**src/rtl/fp_status_pkg.sv**
```systemverilog
package fp_status_pkg;

  // raw detection causes delivered by each datapath source
  localparam int CAUSE_W       = 19;
  localparam int C_NAN_A       = 0;
  localparam int C_NAN_B       = 1;
  localparam int C_DEN_A       = 2;
  localparam int C_DEN_B       = 3;
  localparam int C_ZERO_INF    = 4;
  localparam int C_INF_OPP     = 5;
  localparam int C_SQRT_NEG    = 6;
  localparam int C_ZERO_DIV    = 7;
  localparam int C_RES_WRAP    = 8;
  localparam int C_INT_INVALID = 9;
  localparam int C_INEXACT     = 10;
  localparam int C_TOO_BIG     = 11;
  localparam int C_TOO_SMALL   = 12;
  localparam int C_ROUND_UP    = 13;
  localparam int C_RES_INF     = 14;
  localparam int C_RES_NEG     = 15;
  localparam int C_RES_ZERO    = 16;
  localparam int C_OPS_EQ      = 17;
  localparam int C_OPS_GT      = 18;

  // presented status word, also the order of the lockstep status pins
  localparam int STAT_W      = 18;
  localparam int S_EQ        = 0;
  localparam int S_GT        = 1;
  localparam int S_NAN_COMPARE_FLAG     = 2;
  localparam int S_CHAIN_OTHER_FAULT      = 3;
  localparam int S_SUBN_IN   = 4;
  localparam int S_SUBN_RES  = 5;
  localparam int S_ZDIV      = 6;
  localparam int S_FAULT     = 7;
  localparam int S_NOT_EXACT_FLAG      = 8;
  localparam int S_INF       = 9;
  localparam int S_BAD_OPERATION_FLAG      = 10;
  localparam int S_NEG       = 11;
  localparam int S_OVER      = 12;
  localparam int S_RCARRY    = 13;
  localparam int S_ORIGIN    = 14;
  localparam int S_PORT_B    = 15;
  localparam int S_PORT_A    = 16;
  localparam int S_UNDER     = 17;

  // maskable exceptions, one mask bit per source
  localparam int EXC_W       = 7;
  localparam int E_BAD_OPERATION_FLAG      = 0;
  localparam int E_ZDIV      = 1;
  localparam int E_OVER      = 2;
  localparam int E_UNDER     = 3;
  localparam int E_NOT_EXACT_FLAG      = 4;
  localparam int E_SUBN_RES  = 5;
  localparam int E_SUBN_IN   = 6;

  // status view codes
  localparam logic [1:0] VIEW_OR     = 2'h0;
  localparam logic [1:0] VIEW_MUL    = 2'h1;
  localparam logic [1:0] VIEW_ALU    = 2'h2;
  localparam logic [1:0] VIEW_NORMAL = 2'h3;

  // apb register map
  localparam int          ADDR_W      = 8;
  localparam logic [7:0]  OFF_MASK    = 8'h00;
  localparam logic [7:0]  OFF_STATUS  = 8'h04;
  localparam logic [7:0]  OFF_EXC     = 8'h08;
  localparam int          MASK_MUL_LO = 8;
  localparam logic [EXC_W-1:0] MASK_RST = 7'h00;

endpackage

```
**src/rtl/lane_compare.sv**
```systemverilog
`timescale 1ns/1ns
`default_nettype none

// inequality of one lane, only while the compare is enabled
module lane_compare
#(
  parameter int W = 8
)
(
  // operands
  input  wire logic [W-1:0] own_val,
  input  wire logic [W-1:0] pin_val,
  // control
  input  wire logic         enable,
  // result
  output logic              differs
);

  // plain combinational compare; the caller registers the outcome
  assign differs = enable && (own_val != pin_val);

endmodule // lane_compare

`default_nettype wire

```
**src/rtl/fp_status_exception_unit.sv**
```systemverilog
// The address map and the APB interface to the registers are this design's own decisions.
`timescale 1ns/1ns
`default_nettype none

module fp_status_exception_unit
  import fp_status_pkg::*;
#(
  parameter int Y_W = 32
)
(
  // clock and reset
  input  wire logic              pclk,
  input  wire logic              presetn,
  // apb slave
  input  wire logic              psel,
  input  wire logic              penable,
  input  wire logic              pwrite,
  input  wire logic [ADDR_W-1:0] paddr,
  input  wire logic [31:0]       pwdata,
  output logic [31:0]            prdata,
  output logic                   pready,
  output logic                   pslverr,
  // operation context, aligned with the result stage
  input  wire logic              op_is_mul,
  input  wire logic              op_chained,
  input  wire logic              alu_compare,
  input  wire logic              flush_zero_mode,
  input  wire logic              output_reg_bypass,
  input  wire logic              chain_output_select,
  input  wire logic [1:0]        status_view_select,
  input  wire logic [CAUSE_W-1:0] alu_cause,
  input  wire logic [CAUSE_W-1:0] mul_cause,
  // output drive controls
  input  wire logic              y_bus_drive_n,
  input  wire logic              status_drive_n,
  input  wire logic              compare_drive_n,
  // lockstep inputs
  input  wire logic [Y_W-1:0]    y_internal,
  input  wire logic [Y_W-1:0]    y_pins_in,
  input  wire logic [STAT_W-1:0] status_pins_in,
  // comparison flags
  output logic                   a_equals_b_zero,
  output logic                   a_greater_than_b_flag,
  output logic                   nan_compare_flag,
  output logic                   cmp_pins_oe,
  // status and exception flags
  output logic                   chain_other_fault,
  output logic                   subnormal_mult_input,
  output logic                   subnormal_result_flag,
  output logic                   zero_divisor_flag,
  output logic                   fault_summary_out,
  output logic                   not_exact_flag,
  output logic                   unbounded_value_flag,
  output logic                   bad_operation_flag,
  output logic                   sign_minus_flag,
  output logic                   exceeds_max_flag,
  output logic                   rounding_carry_flag,
  output logic                   status_origin_flag,
  output logic                   port_b_bad_input,
  output logic                   port_a_bad_input,
  output logic                   below_min_flag,
  output logic                   stat_pins_oe,
  // lockstep result
  output logic                   lockstep_mismatch
);

  localparam int NBYTE = Y_W / 8;

  typedef struct packed {
    logic [EXC_W-1:0]  mask_alu;
    logic [EXC_W-1:0]  mask_mul;
    logic [STAT_W-1:0] stat;
    logic [EXC_W-1:0]  exc_alu;
    logic [EXC_W-1:0]  exc_mul;
    logic              mismatch;
    logic [31:0]       rdata;
  } state_s;

  state_s st_ff;
  state_s nxt_st;

  logic [STAT_W-1:0] alu_st;
  logic [STAT_W-1:0] mul_st;
  logic [STAT_W-1:0] sel_st;
  logic [STAT_W-1:0] pres_st;
  logic [EXC_W-1:0]  alu_exc;
  logic [EXC_W-1:0]  mul_exc;
  logic [EXC_W-1:0]  cur_exc_alu;
  logic [EXC_W-1:0]  cur_exc_mul;
  logic              alu_en;
  logic              mul_en;
  logic              sel_mul;
  logic              fault_comb;
  logic              all_off;
  logic [NBYTE-1:0]  byte_diff;
  logic              stat_diff;
  logic              wr_acc;
  logic              rd_setup;
  logic              mapped;

  // turn one source's raw causes into its status word
  function automatic logic [STAT_W-1:0] build_status(
    input logic [CAUSE_W-1:0] c,
    input logic               is_mul,
    input logic               compare,
    input logic               flush
  );
    logic [STAT_W-1:0] s;
    logic              tiny;
    s = '0;
    s[S_BAD_OPERATION_FLAG]     = c[C_NAN_A] | c[C_NAN_B] | c[C_ZERO_INF] |
                    c[C_INF_OPP] | c[C_SQRT_NEG];
    // zero divisor only from the multiplier
    s[S_ZDIV]     = is_mul & c[C_ZERO_DIV];
    s[S_SUBN_IN]  = is_mul & (c[C_DEN_A] | c[C_DEN_B]);
    // port of origin for NaN or denormal
    s[S_PORT_A]   = c[C_NAN_A] | c[C_DEN_A];
    s[S_PORT_B]   = c[C_NAN_B] | c[C_DEN_B];
    // wrapped, denormal or invalid integer result
    s[S_SUBN_RES] = c[C_RES_WRAP] | c[C_INT_INVALID];
    s[S_NOT_EXACT_FLAG]     = c[C_INEXACT];
    s[S_INF]      = c[C_RES_INF];
    s[S_NEG]      = c[C_RES_NEG];
    s[S_RCARRY]   = c[C_ROUND_UP];
    s[S_OVER]     = c[C_TOO_BIG];
    s[S_UNDER]    = c[C_INEXACT] & c[C_TOO_SMALL];
    // equality on compare, zero detect otherwise
    s[S_EQ]       = (compare & ~is_mul) ? c[C_OPS_EQ] : c[C_RES_ZERO];
    // greater than, only meaningful on compare
    s[S_GT]       = compare & ~is_mul & c[C_OPS_GT];
    s[S_NAN_COMPARE_FLAG]    = compare & ~is_mul & (c[C_NAN_A] | c[C_NAN_B]);
    // flush mode forces a tiny result to zero
    tiny = s[S_SUBN_RES] | s[S_UNDER];
    if (flush && tiny)
    begin
      s[S_NEG] = 1'b0;
      s[S_INF] = 1'b0;
      if (!(compare && !is_mul))
      begin
        s[S_EQ] = 1'b1;
      end
    end
    return s;
  endfunction

  // pick the maskable exception bits out of a status word
  function automatic logic [EXC_W-1:0] exc_of(
    input logic [STAT_W-1:0] s
  );
    logic [EXC_W-1:0] e;
    e             = '0;
    e[E_BAD_OPERATION_FLAG]     = s[S_BAD_OPERATION_FLAG];
    e[E_ZDIV]     = s[S_ZDIV];
    e[E_OVER]     = s[S_OVER];
    e[E_UNDER]    = s[S_UNDER];
    e[E_NOT_EXACT_FLAG]     = s[S_NOT_EXACT_FLAG];
    e[E_SUBN_RES] = s[S_SUBN_RES];
    e[E_SUBN_IN]  = s[S_SUBN_IN];
    return e;
  endfunction

  // an idle source reports nothing, both report when chained
  assign alu_en = ~op_is_mul | op_chained;
  assign mul_en = op_is_mul | op_chained;

  // per-source status words and their exceptions
  always_comb
  begin
    alu_st  = alu_en ? build_status(alu_cause, 1'b0, alu_compare,
                                    flush_zero_mode) : '0;
    mul_st  = mul_en ? build_status(mul_cause, 1'b1, 1'b0,
                                    flush_zero_mode) : '0;
    alu_exc = exc_of(alu_st);
    mul_exc = exc_of(mul_st);
  end

  // status selection; the OR view has no single origin, so the
  // chain select still names one for the origin flag
  always_comb
  begin
    sel_mul = op_chained ? chain_output_select : op_is_mul;
    sel_st  = alu_st;
    case (status_view_select)
      VIEW_OR:
      begin
        sel_st  = alu_st | mul_st;
        sel_mul = chain_output_select;
      end
      VIEW_MUL:
      begin
        sel_st  = mul_st;
        sel_mul = 1'b1;
      end
      VIEW_ALU:
      begin
        sel_st  = alu_st;
        sel_mul = 1'b0;
      end
      // normal selection follows the chain select when chained, otherwise op_is_mul
      default:
      begin
        sel_st = sel_mul ? mul_st : alu_st;
      end
    endcase
    sel_st[S_ORIGIN] = sel_mul;
    // the source not routed out raised an exception
    sel_st[S_CHAIN_OTHER_FAULT]   = op_chained &
                       (chain_output_select ? |alu_exc : |mul_exc);
    sel_st[S_FAULT]  = 1'b0;
  end

  // causes arrive on the result stage; the flowthrough path
  // bypasses the status register exactly when the Y register is off
  assign cur_exc_alu = output_reg_bypass ? alu_exc : st_ff.exc_alu;
  assign cur_exc_mul = output_reg_bypass ? mul_exc : st_ff.exc_mul;

  // masked exceptions merged; individual flags stay unmasked
  assign fault_comb = |(cur_exc_alu & ~st_ff.mask_alu) |
                      |(cur_exc_mul & ~st_ff.mask_mul);

  always_comb
  begin
    pres_st          = output_reg_bypass ? sel_st : st_ff.stat;
    pres_st[S_FAULT] = fault_comb;
  end

  // lockstep checking only while every drive is off
  assign all_off = y_bus_drive_n & status_drive_n & compare_drive_n;

  genvar gi;
  generate
    for (gi = 0; gi < NBYTE; gi++)
    begin : g_ybyte
      lane_compare #(.W(8)) u_ycmp
      (
        .own_val (y_internal[gi*8 +: 8]),
        .pin_val (y_pins_in[gi*8 +: 8]),
        .enable  (all_off),
        .differs (byte_diff[gi])
      );
    end
  endgenerate

  lane_compare #(.W(STAT_W)) u_scmp
  (
    .own_val (pres_st),
    .pin_val (status_pins_in),
    .enable  (all_off),
    .differs (stat_diff)
  );

  // apb decode; zero-wait slave, read data fetched in setup phase
  assign wr_acc   = psel & penable & pwrite;
  assign rd_setup = psel & ~penable & ~pwrite;
  always_comb
  begin
    if (paddr == OFF_MASK)
    begin
      mapped = 1'b1;
    end
    else if (paddr == OFF_STATUS)
    begin
      mapped = 1'b1;
    end
    else if (paddr == OFF_EXC)
    begin
      mapped = 1'b1;
    end
    else
    begin
      mapped = 1'b0;
    end
  end

  // next state
  always_comb
  begin
    nxt_st = st_ff;
    // status register captures only with output registers on
    if (!output_reg_bypass)
    begin
      nxt_st.stat    = sel_st;
      nxt_st.exc_alu = alu_exc;
      nxt_st.exc_mul = mul_exc;
    end
    // registered mismatch on any unequal byte or status bit
    nxt_st.mismatch = (|byte_diff) | stat_diff;
    // one mask bit per exception per source
    if (wr_acc && paddr == OFF_MASK)
    begin
      nxt_st.mask_alu = pwdata[EXC_W-1:0];
      nxt_st.mask_mul = pwdata[MASK_MUL_LO +: EXC_W];
    end
    if (rd_setup)
    begin
      nxt_st.rdata = '0;
      if (paddr == OFF_MASK)
      begin
        nxt_st.rdata[EXC_W-1:0]           = st_ff.mask_alu;
        nxt_st.rdata[MASK_MUL_LO +: EXC_W] = st_ff.mask_mul;
      end
      else if (paddr == OFF_STATUS)
      begin
        nxt_st.rdata[STAT_W-1:0] = pres_st;
        nxt_st.rdata[STAT_W]     = st_ff.mismatch;
      end
      else if (paddr == OFF_EXC)
      begin
        nxt_st.rdata[EXC_W-1:0]           = cur_exc_alu;
        nxt_st.rdata[MASK_MUL_LO +: EXC_W] = cur_exc_mul;
      end
    end
  end

  // reset clears status, pipeline copies and the mask
  always_ff @(posedge pclk or negedge presetn)
  begin
    if (!presetn)
    begin
      st_ff          <= '0;
      st_ff.mask_alu <= MASK_RST;
      st_ff.mask_mul <= MASK_RST;
    end
    else
    begin
      st_ff <= nxt_st;
    end
  end

  // apb outputs
  assign prdata  = st_ff.rdata;
  assign pready  = 1'b1;
  assign pslverr = psel & penable & ~mapped;

  // compare flags follow their own drive, the rest the status one
  assign cmp_pins_oe  = ~compare_drive_n;
  assign stat_pins_oe = ~status_drive_n;

  // flag outputs from the presented status word
  assign a_equals_b_zero       = pres_st[S_EQ];
  assign a_greater_than_b_flag = pres_st[S_GT];
  assign nan_compare_flag      = pres_st[S_NAN_COMPARE_FLAG];
  assign chain_other_fault     = pres_st[S_CHAIN_OTHER_FAULT];
  assign subnormal_mult_input  = pres_st[S_SUBN_IN];
  assign subnormal_result_flag = pres_st[S_SUBN_RES];
  assign zero_divisor_flag     = pres_st[S_ZDIV];
  assign fault_summary_out     = pres_st[S_FAULT];
  assign not_exact_flag        = pres_st[S_NOT_EXACT_FLAG];
  assign unbounded_value_flag  = pres_st[S_INF];
  assign bad_operation_flag    = pres_st[S_BAD_OPERATION_FLAG];
  assign sign_minus_flag       = pres_st[S_NEG];
  assign exceeds_max_flag      = pres_st[S_OVER];
  assign rounding_carry_flag   = pres_st[S_RCARRY];
  assign status_origin_flag    = pres_st[S_ORIGIN];
  assign port_b_bad_input      = pres_st[S_PORT_B];
  assign port_a_bad_input      = pres_st[S_PORT_A];
  assign below_min_flag        = pres_st[S_UNDER];
  assign lockstep_mismatch     = st_ff.mismatch;
endmodule // fp_status_exception_unit

`default_nettype wire

```
**config.mk**
```make
export PLATFORM = sky130hd
export DESIGN_NAME = fp_status_exception_unit
export DESIGN_NICKNAME = d
export VERILOG_FILES = /design/src/rtl/fp_status_pkg.sv /design/src/rtl/lane_compare.sv /design/src/rtl/fp_status_exception_unit.sv
export SDC_FILE = /design/constraint.sdc
export NUM_CORES = 1
export LEC_CHECK = 0
export BUFFER_PORTS_ARGS = -buffer_cell sky130_fd_sc_hd__buf_2
export CAP_MARGIN = 20
export CORE_MARGIN = 3
export CORE_UTILIZATION = 46
export CTS_CLUSTER_SIZE = 10
export DETAILED_ROUTE_END_ITERATION = 6
export PLACE_DENSITY = 0.85
export SYNTH_ARGS = -nofsm -noshare
export SYNTH_HDL_FRONTEND = slang
export SYNTH_HIERARCHICAL = 1
export SYNTH_SLANG_ARGS = --single-unit
export TNS_END_PERCENT = 100
```
**constraint.sdc**
```tcl
create_clock -name pclk -period 2.9 [get_ports pclk]
set_input_delay 0.435 -clock pclk [delete_from_list [all_inputs] [get_ports pclk]]
set_output_delay 0.435 -clock pclk [all_outputs]
set_load 0.02 [all_outputs]
```
# Word level (Yosys, flattened, before mapping)
# Index checks and enable logic that the tools add are counted.
dict set report classes {
  n_eq_ne 9
  muxes 31
  bitwise 44
  n_reduce_logical 15
}
# op count
set op_table {}
lappend op_table {{$mux W18} 4}
lappend op_table {{$mux W7} 8}
lappend op_table {{$pmux W18 S3} 1}
lappend op_table {{$ne A8 B8 Y1} 4}
lappend op_table {{$reduce_or A7 Y1} 4}
lappend op_table {{$or A1 B1 Y1} 21}
lappend op_table {{$ne A18 B18 Y1} 1}
lappend op_table {{$or A18 B18 Y18} 1}
lappend op_table {{$mux W1} 15}
lappend op_table {{$and A7 B7 Y7} 2}
lappend op_table {{$not A7 Y7} 2}
lappend op_table {{$and A1 B1 Y1} 12}
lappend op_table {{$eq A8 B3 Y1 const B} 1}
lappend op_table {{$eq A8 B4 Y1 const B} 1}
lappend op_table {{$logic_and A1 B1 Y1} 8}
lappend op_table {{$logic_not A8 Y1} 1}
lappend op_table {{$mux W4} 2}
lappend op_table {{$not A1 Y1} 6}
lappend op_table {{$reduce_or A4 Y1} 1}
lappend op_table {{$pmux W1 S3} 1}
lappend op_table {{$eq A2 B1 Y1 const B} 1}
lappend op_table {{$eq A2 B2 Y1 const B} 1}
lappend op_table {{$logic_not A2 Y1} 1}
dict set report word_totals {
  ff_bits 65
  output_inout_bits 55
  word_cells 106
}

# Depth between registers and ports, before layout
dict set report depth {
  depth_word 12
  mapped_depth 14
}

# Hierarchy
# The synthesis kept the hierarchy.
# mod n_inst cells_per_inst area_each_um2 seq_area_each_um2
set by_module_without_submodules {}
lappend by_module_without_submodules {fp_status_exception_unit 1 414 3721.1 1576.5}
lappend by_module_without_submodules {{lane_compare (g_ybyte[0].u_ycmp ...)} 4 11 90.1 0.0}
lappend by_module_without_submodules {{lane_compare (u_scmp)} 1 24 198.9 0.0}

# Least setup slack after synthesis
# OpenSTA, ideal clock, no wires.
dict set report synth_timing {
  kind {input port to flip-flop}
  from {input port mul_cause[0]}
  to {register st_ff, in the netlist lockstep_mismatch}
  t_arrival_ps 2888
  slack_ps -109
  path_stages 11
  path_cell_list {or4_4 nor2_4 o31a_1 o22ai_1 or4_4 xor2_1 nor4_1 nand3_1 o41a_1 nor2_1 nand2_1}
}
# item line
set synth_lines {}
lappend synth_lines {{from (decl)} fp_status_exception_unit.sv:32} ;# input wire logic [CAUSE_W-1:0] mul_cause,
lappend synth_lines {{to (signal assigned)} fp_status_exception_unit.sv:326} ;# st_ff <= nxt_st;
lappend synth_lines {{to (decl)} fp_status_exception_unit.sv:79} ;# state_s st_ff;

==> flow_metrics.py <==
metrics = {
    "floorplan": {
        "fp.dieW_um": 102,
        "io_pins": 231,
        "die_area_mm2": 0.0105,
        "std_cell_rows": 34,
        "initial_core_util_pct": 48.1,
        "die_h_um": 102,
        "core_mm2": 0.00889,
    },
    "global_route": {
        "grt_max_degree": 44,
        "grt_pass1_vias": 4432,
        "antenna_found_initial": 0,
        "grt_use_total_pct": 27.7,
        "grt_pass1_wl_um": 22200,
        "grt_remaining_overflow": 0,
    },
    "critical_path": {
        "cp_max_fo": 2,
        "endpoint_kind": "register",
        "worstReg2RegStart": "st_ff[39]",
        "worstSetupPathType": "reg2reg",
        "crit_path_start": "st_ff[39]",
        "critPathBufInv": 0,
        "crit_chain": "nand2b_1 > o32ai_1 > nor4_1 > o211ai_1 > or4_4 > xor2_1 > nor4_1 > nand3_1 > o41a_1 > nor2_1 > nand2_1",
        "timing.rr.end": "lockstep_mismatch",
        "start_kind": "register",
        "cp_slowest_stage_delay_ps": 550,
        "cp_top_family": "simple AND/OR/NAND/NOR gates",
        "path_common_cell": "nor4_1",
        "cp.required_ps": 3130,
        "r2r_slack_ps": 150,
        "cp_data_arrival_time_ps": 2980,
        "slowest_stage": "or4_4",
        "r2r_cells": 11,
    },
    "routing": {
        "firstDrtPassIters": 7,
        "vias": 4657,
        "wl_per_cell_um": 18.0,
        "first_iter_violations": 380,
        "drcViolationCount": 1,
        "ant_nets": 0,
        "via_per_inst": 5.63,
        "wirelength_um": 14900,
    },
    "finish": {
        "multi_input_area_mm2": 0.00236,
        "design_area_mm2": 0.00591,
        "final_core_util_pct": 66.5,
        "layout-drive-gt1-share_pct": 44.8,
        "fillers": 743,
        "diodes": 0,
        "ff_latch_area_mm2": 0.00158,
        "area_delta_synth_final_pct": 38.0,
        "nNetsFinal": 890,
    },
    "clocking": {
        "clockRootBuffer": "clkbuf_8",
        "numCtsBuffers": 9,
        "cts_resized": 0,
        "postCtsSetupRepairBufs": 0,
        "postCtsHoldBufs": 0,
        "clock_sinks": 63,
        "clock_latency_ps": 340,
        "cts_tree": "done",
        "cts_max_path_buffers": 2,
        "path_clk_slew_ps": 70,
        "cts-htree-levels": 3,
    },
    "timing": {
        "skew_ps": 9.36,
        "fin_ws_ps": 152,
        "maxSlewViolCount": 0,
        "hold_violations": 0,
        "fin_crit_sh_pct": 94.8,
        "rsz0062_at_grt": "false",
        "fin_crit_ps": 2750,
        "worst_slew_pin_slew_ps": 671,
        "setup_viol": 0,
        "setup_tns_ps": 0,
        "maxSlewHeadroom_pct": 55.3,
        "fmax_ghz": 0.364,
    },
    "logic_synthesis": {
        "ys.warnings.count": 6,
        "synth_edf_count": 0,
        "synth.avg_cell_area_um2": 8.88,
        "synth_seq_area_share_pct": 36.8,
        "synth-async-reset-ratio_pct": 100,
        "ys_ff_latch": 63,
        "netlist_area_mm2": 0.00428,
        "synth-main-ff-cell": "dfrtp_1",
        "yosys.cell_types.count": 57,
        "synth_cells": 482,
    },
    "power_and_ir_drop": {
        "p_comb_share_pct": 27.6,
        "power_mw": 2.69,
        "vdd_ir_drop_max_v": 0.000273,
        "leakage_nw": 3.02,
        "switchingPower_mw": 0.803,
        "clkPwrFrac_pct": 36.1,
        "p_int_mw": 1.89,
        "swShare_pct": 29.8,
        "pwr-share-seq_pct": 36.3,
        "power_density_mw_per_mm2": 456,
    },
    "flow_run": {
        "maxCapViolCount": 0,
    },
    "place": {
        "dpl_cell_area_mm2": 0.00563,
        "place_ws_ps": -199,
        "io_buffers": 195,
        "gp_congestion": 0.956,
        "place_hpwl_um": 12000,
    },
    "outcome": {
        "status": "finished with violations",
        "violations": "design-rule violations",
    },
    "min_path": {
        "hp-class": "in2async",
    },
}
power groups by stage:
stage          Sequential, mW  Clock, mW  Combinational [mW]
2_1_floorplan           0.982          0               0.387
3_3_place_gp            0.988          0               0.707
3_5_place_dp            0.992          0               0.726
4_1_cts                 0.976      0.979               0.730
5_1_grt                 0.984       1.02               0.806
6_report                0.977      0.972               0.743
worst max-delay path by stage:
stage                                   end  slack (ps)  depth (start not counted)
after global placement    lockstep_mismatch        -190                         13
after detailed placement  lockstep_mismatch        -200                         13
after global routing      lockstep_mismatch           4                         13
final                     lockstep_mismatch         150                         11
after CTS                 lockstep_mismatch         140                         13
after floorplan           lockstep_mismatch          40                         13
metrics by stage:
stage | cells | hold slack [ps]
after floorplan | 494 | 139
after global placement | 811 | 460
after detailed placement | 811 | 474
after CTS | 827 | 123
after global routing | 827 | 147
final | 827 | 121
registers in the layout, indices dropped and copies added (netlist names):
name / flops
lockstep_mismatch: 1
prdata: 19
st_ff: 43
cells in the final DEF (no fill, tap or decap), drive strengths merged, types with 7 or more instances in the layout:
cell type,instances
buf,266
dfrtp,63
nand2,51
xor2,46
nor2,36
o21ai,34
mux2,26
a21oi,21
nor4,18
inv,14
conb,14
clkbuf,11
nand3,10
o211ai,8
o22ai,7
a21boi,7
area by class of cell:
| class | instances | area share, % |
|---|---|---|
| Clock inverter | 5 | 1.76 |
| Multi-Input combinational cell | 359 | 40.0 |
| Tap cell | 108 | 2.29 |
| Sequential cell | 63 | 26.7 |
| Inverter | 15 | 0.953 |
| Clock buffer | 11 | 2.56 |
| Timing Repair Buffer | 266 | 25.8 |
layer usage:
layer	vias up	global-route usage (%)	share of wire [%]
li1	2145	-	-
met1	2158	34.9	39
met2	309	46.6	48
met3	45	7.30	11
met4	0	8.27	2.8
met5	-	0	0
Yosys cell counts (all sizes together), types with 2 or more instances:
library cell	n	area, µm²
dfrtp	63	1580
nand2	51	191
xor2	46	403
buf	44	314
nor2	36	143
o21ai	34	170
mux2	26	293
a21oi	21	105
nor4	18	119
inv	14	52.6
clkbuf	13	48.8
nand3	10	50.1
o211ai	8	60.1
a21boi	7	52.6
o22ai	7	43.8
a211oi	6	45.0
a22o	6	52.6
nor3	6	30.0
o31ai	6	45.0
a221o	5	50.1
nand2b	5	31.3
xnor2	4	35.0
and3	3	18.8
o21a	3	22.5
o22a	3	26.3
a21o	2	15.0
a221oi	2	17.5
a2bb2oi	2	17.5
a31oi	2	12.5
a32oi	2	17.5
conb	2	7.51
o221ai	2	17.5
o311ai	2	17.5
o31a	2	18.8
or2	2	12.5
or4	2	22.5
cells by family after synthesis:
logic type | after synthesis | synth area share [%]
and+or+nand+nor | 138 | 15.3
AOI/OAI and AO/OA | 130 | 20.6
buffers and inverters | 72 | 9.79
DFF | 63 | 36.8
xor gates and xnor gates | 50 | 10.2
muxes | 27 | 7.07
other | 2 | 0.175
No activity file was read; power rests on OpenSTA's default activity.
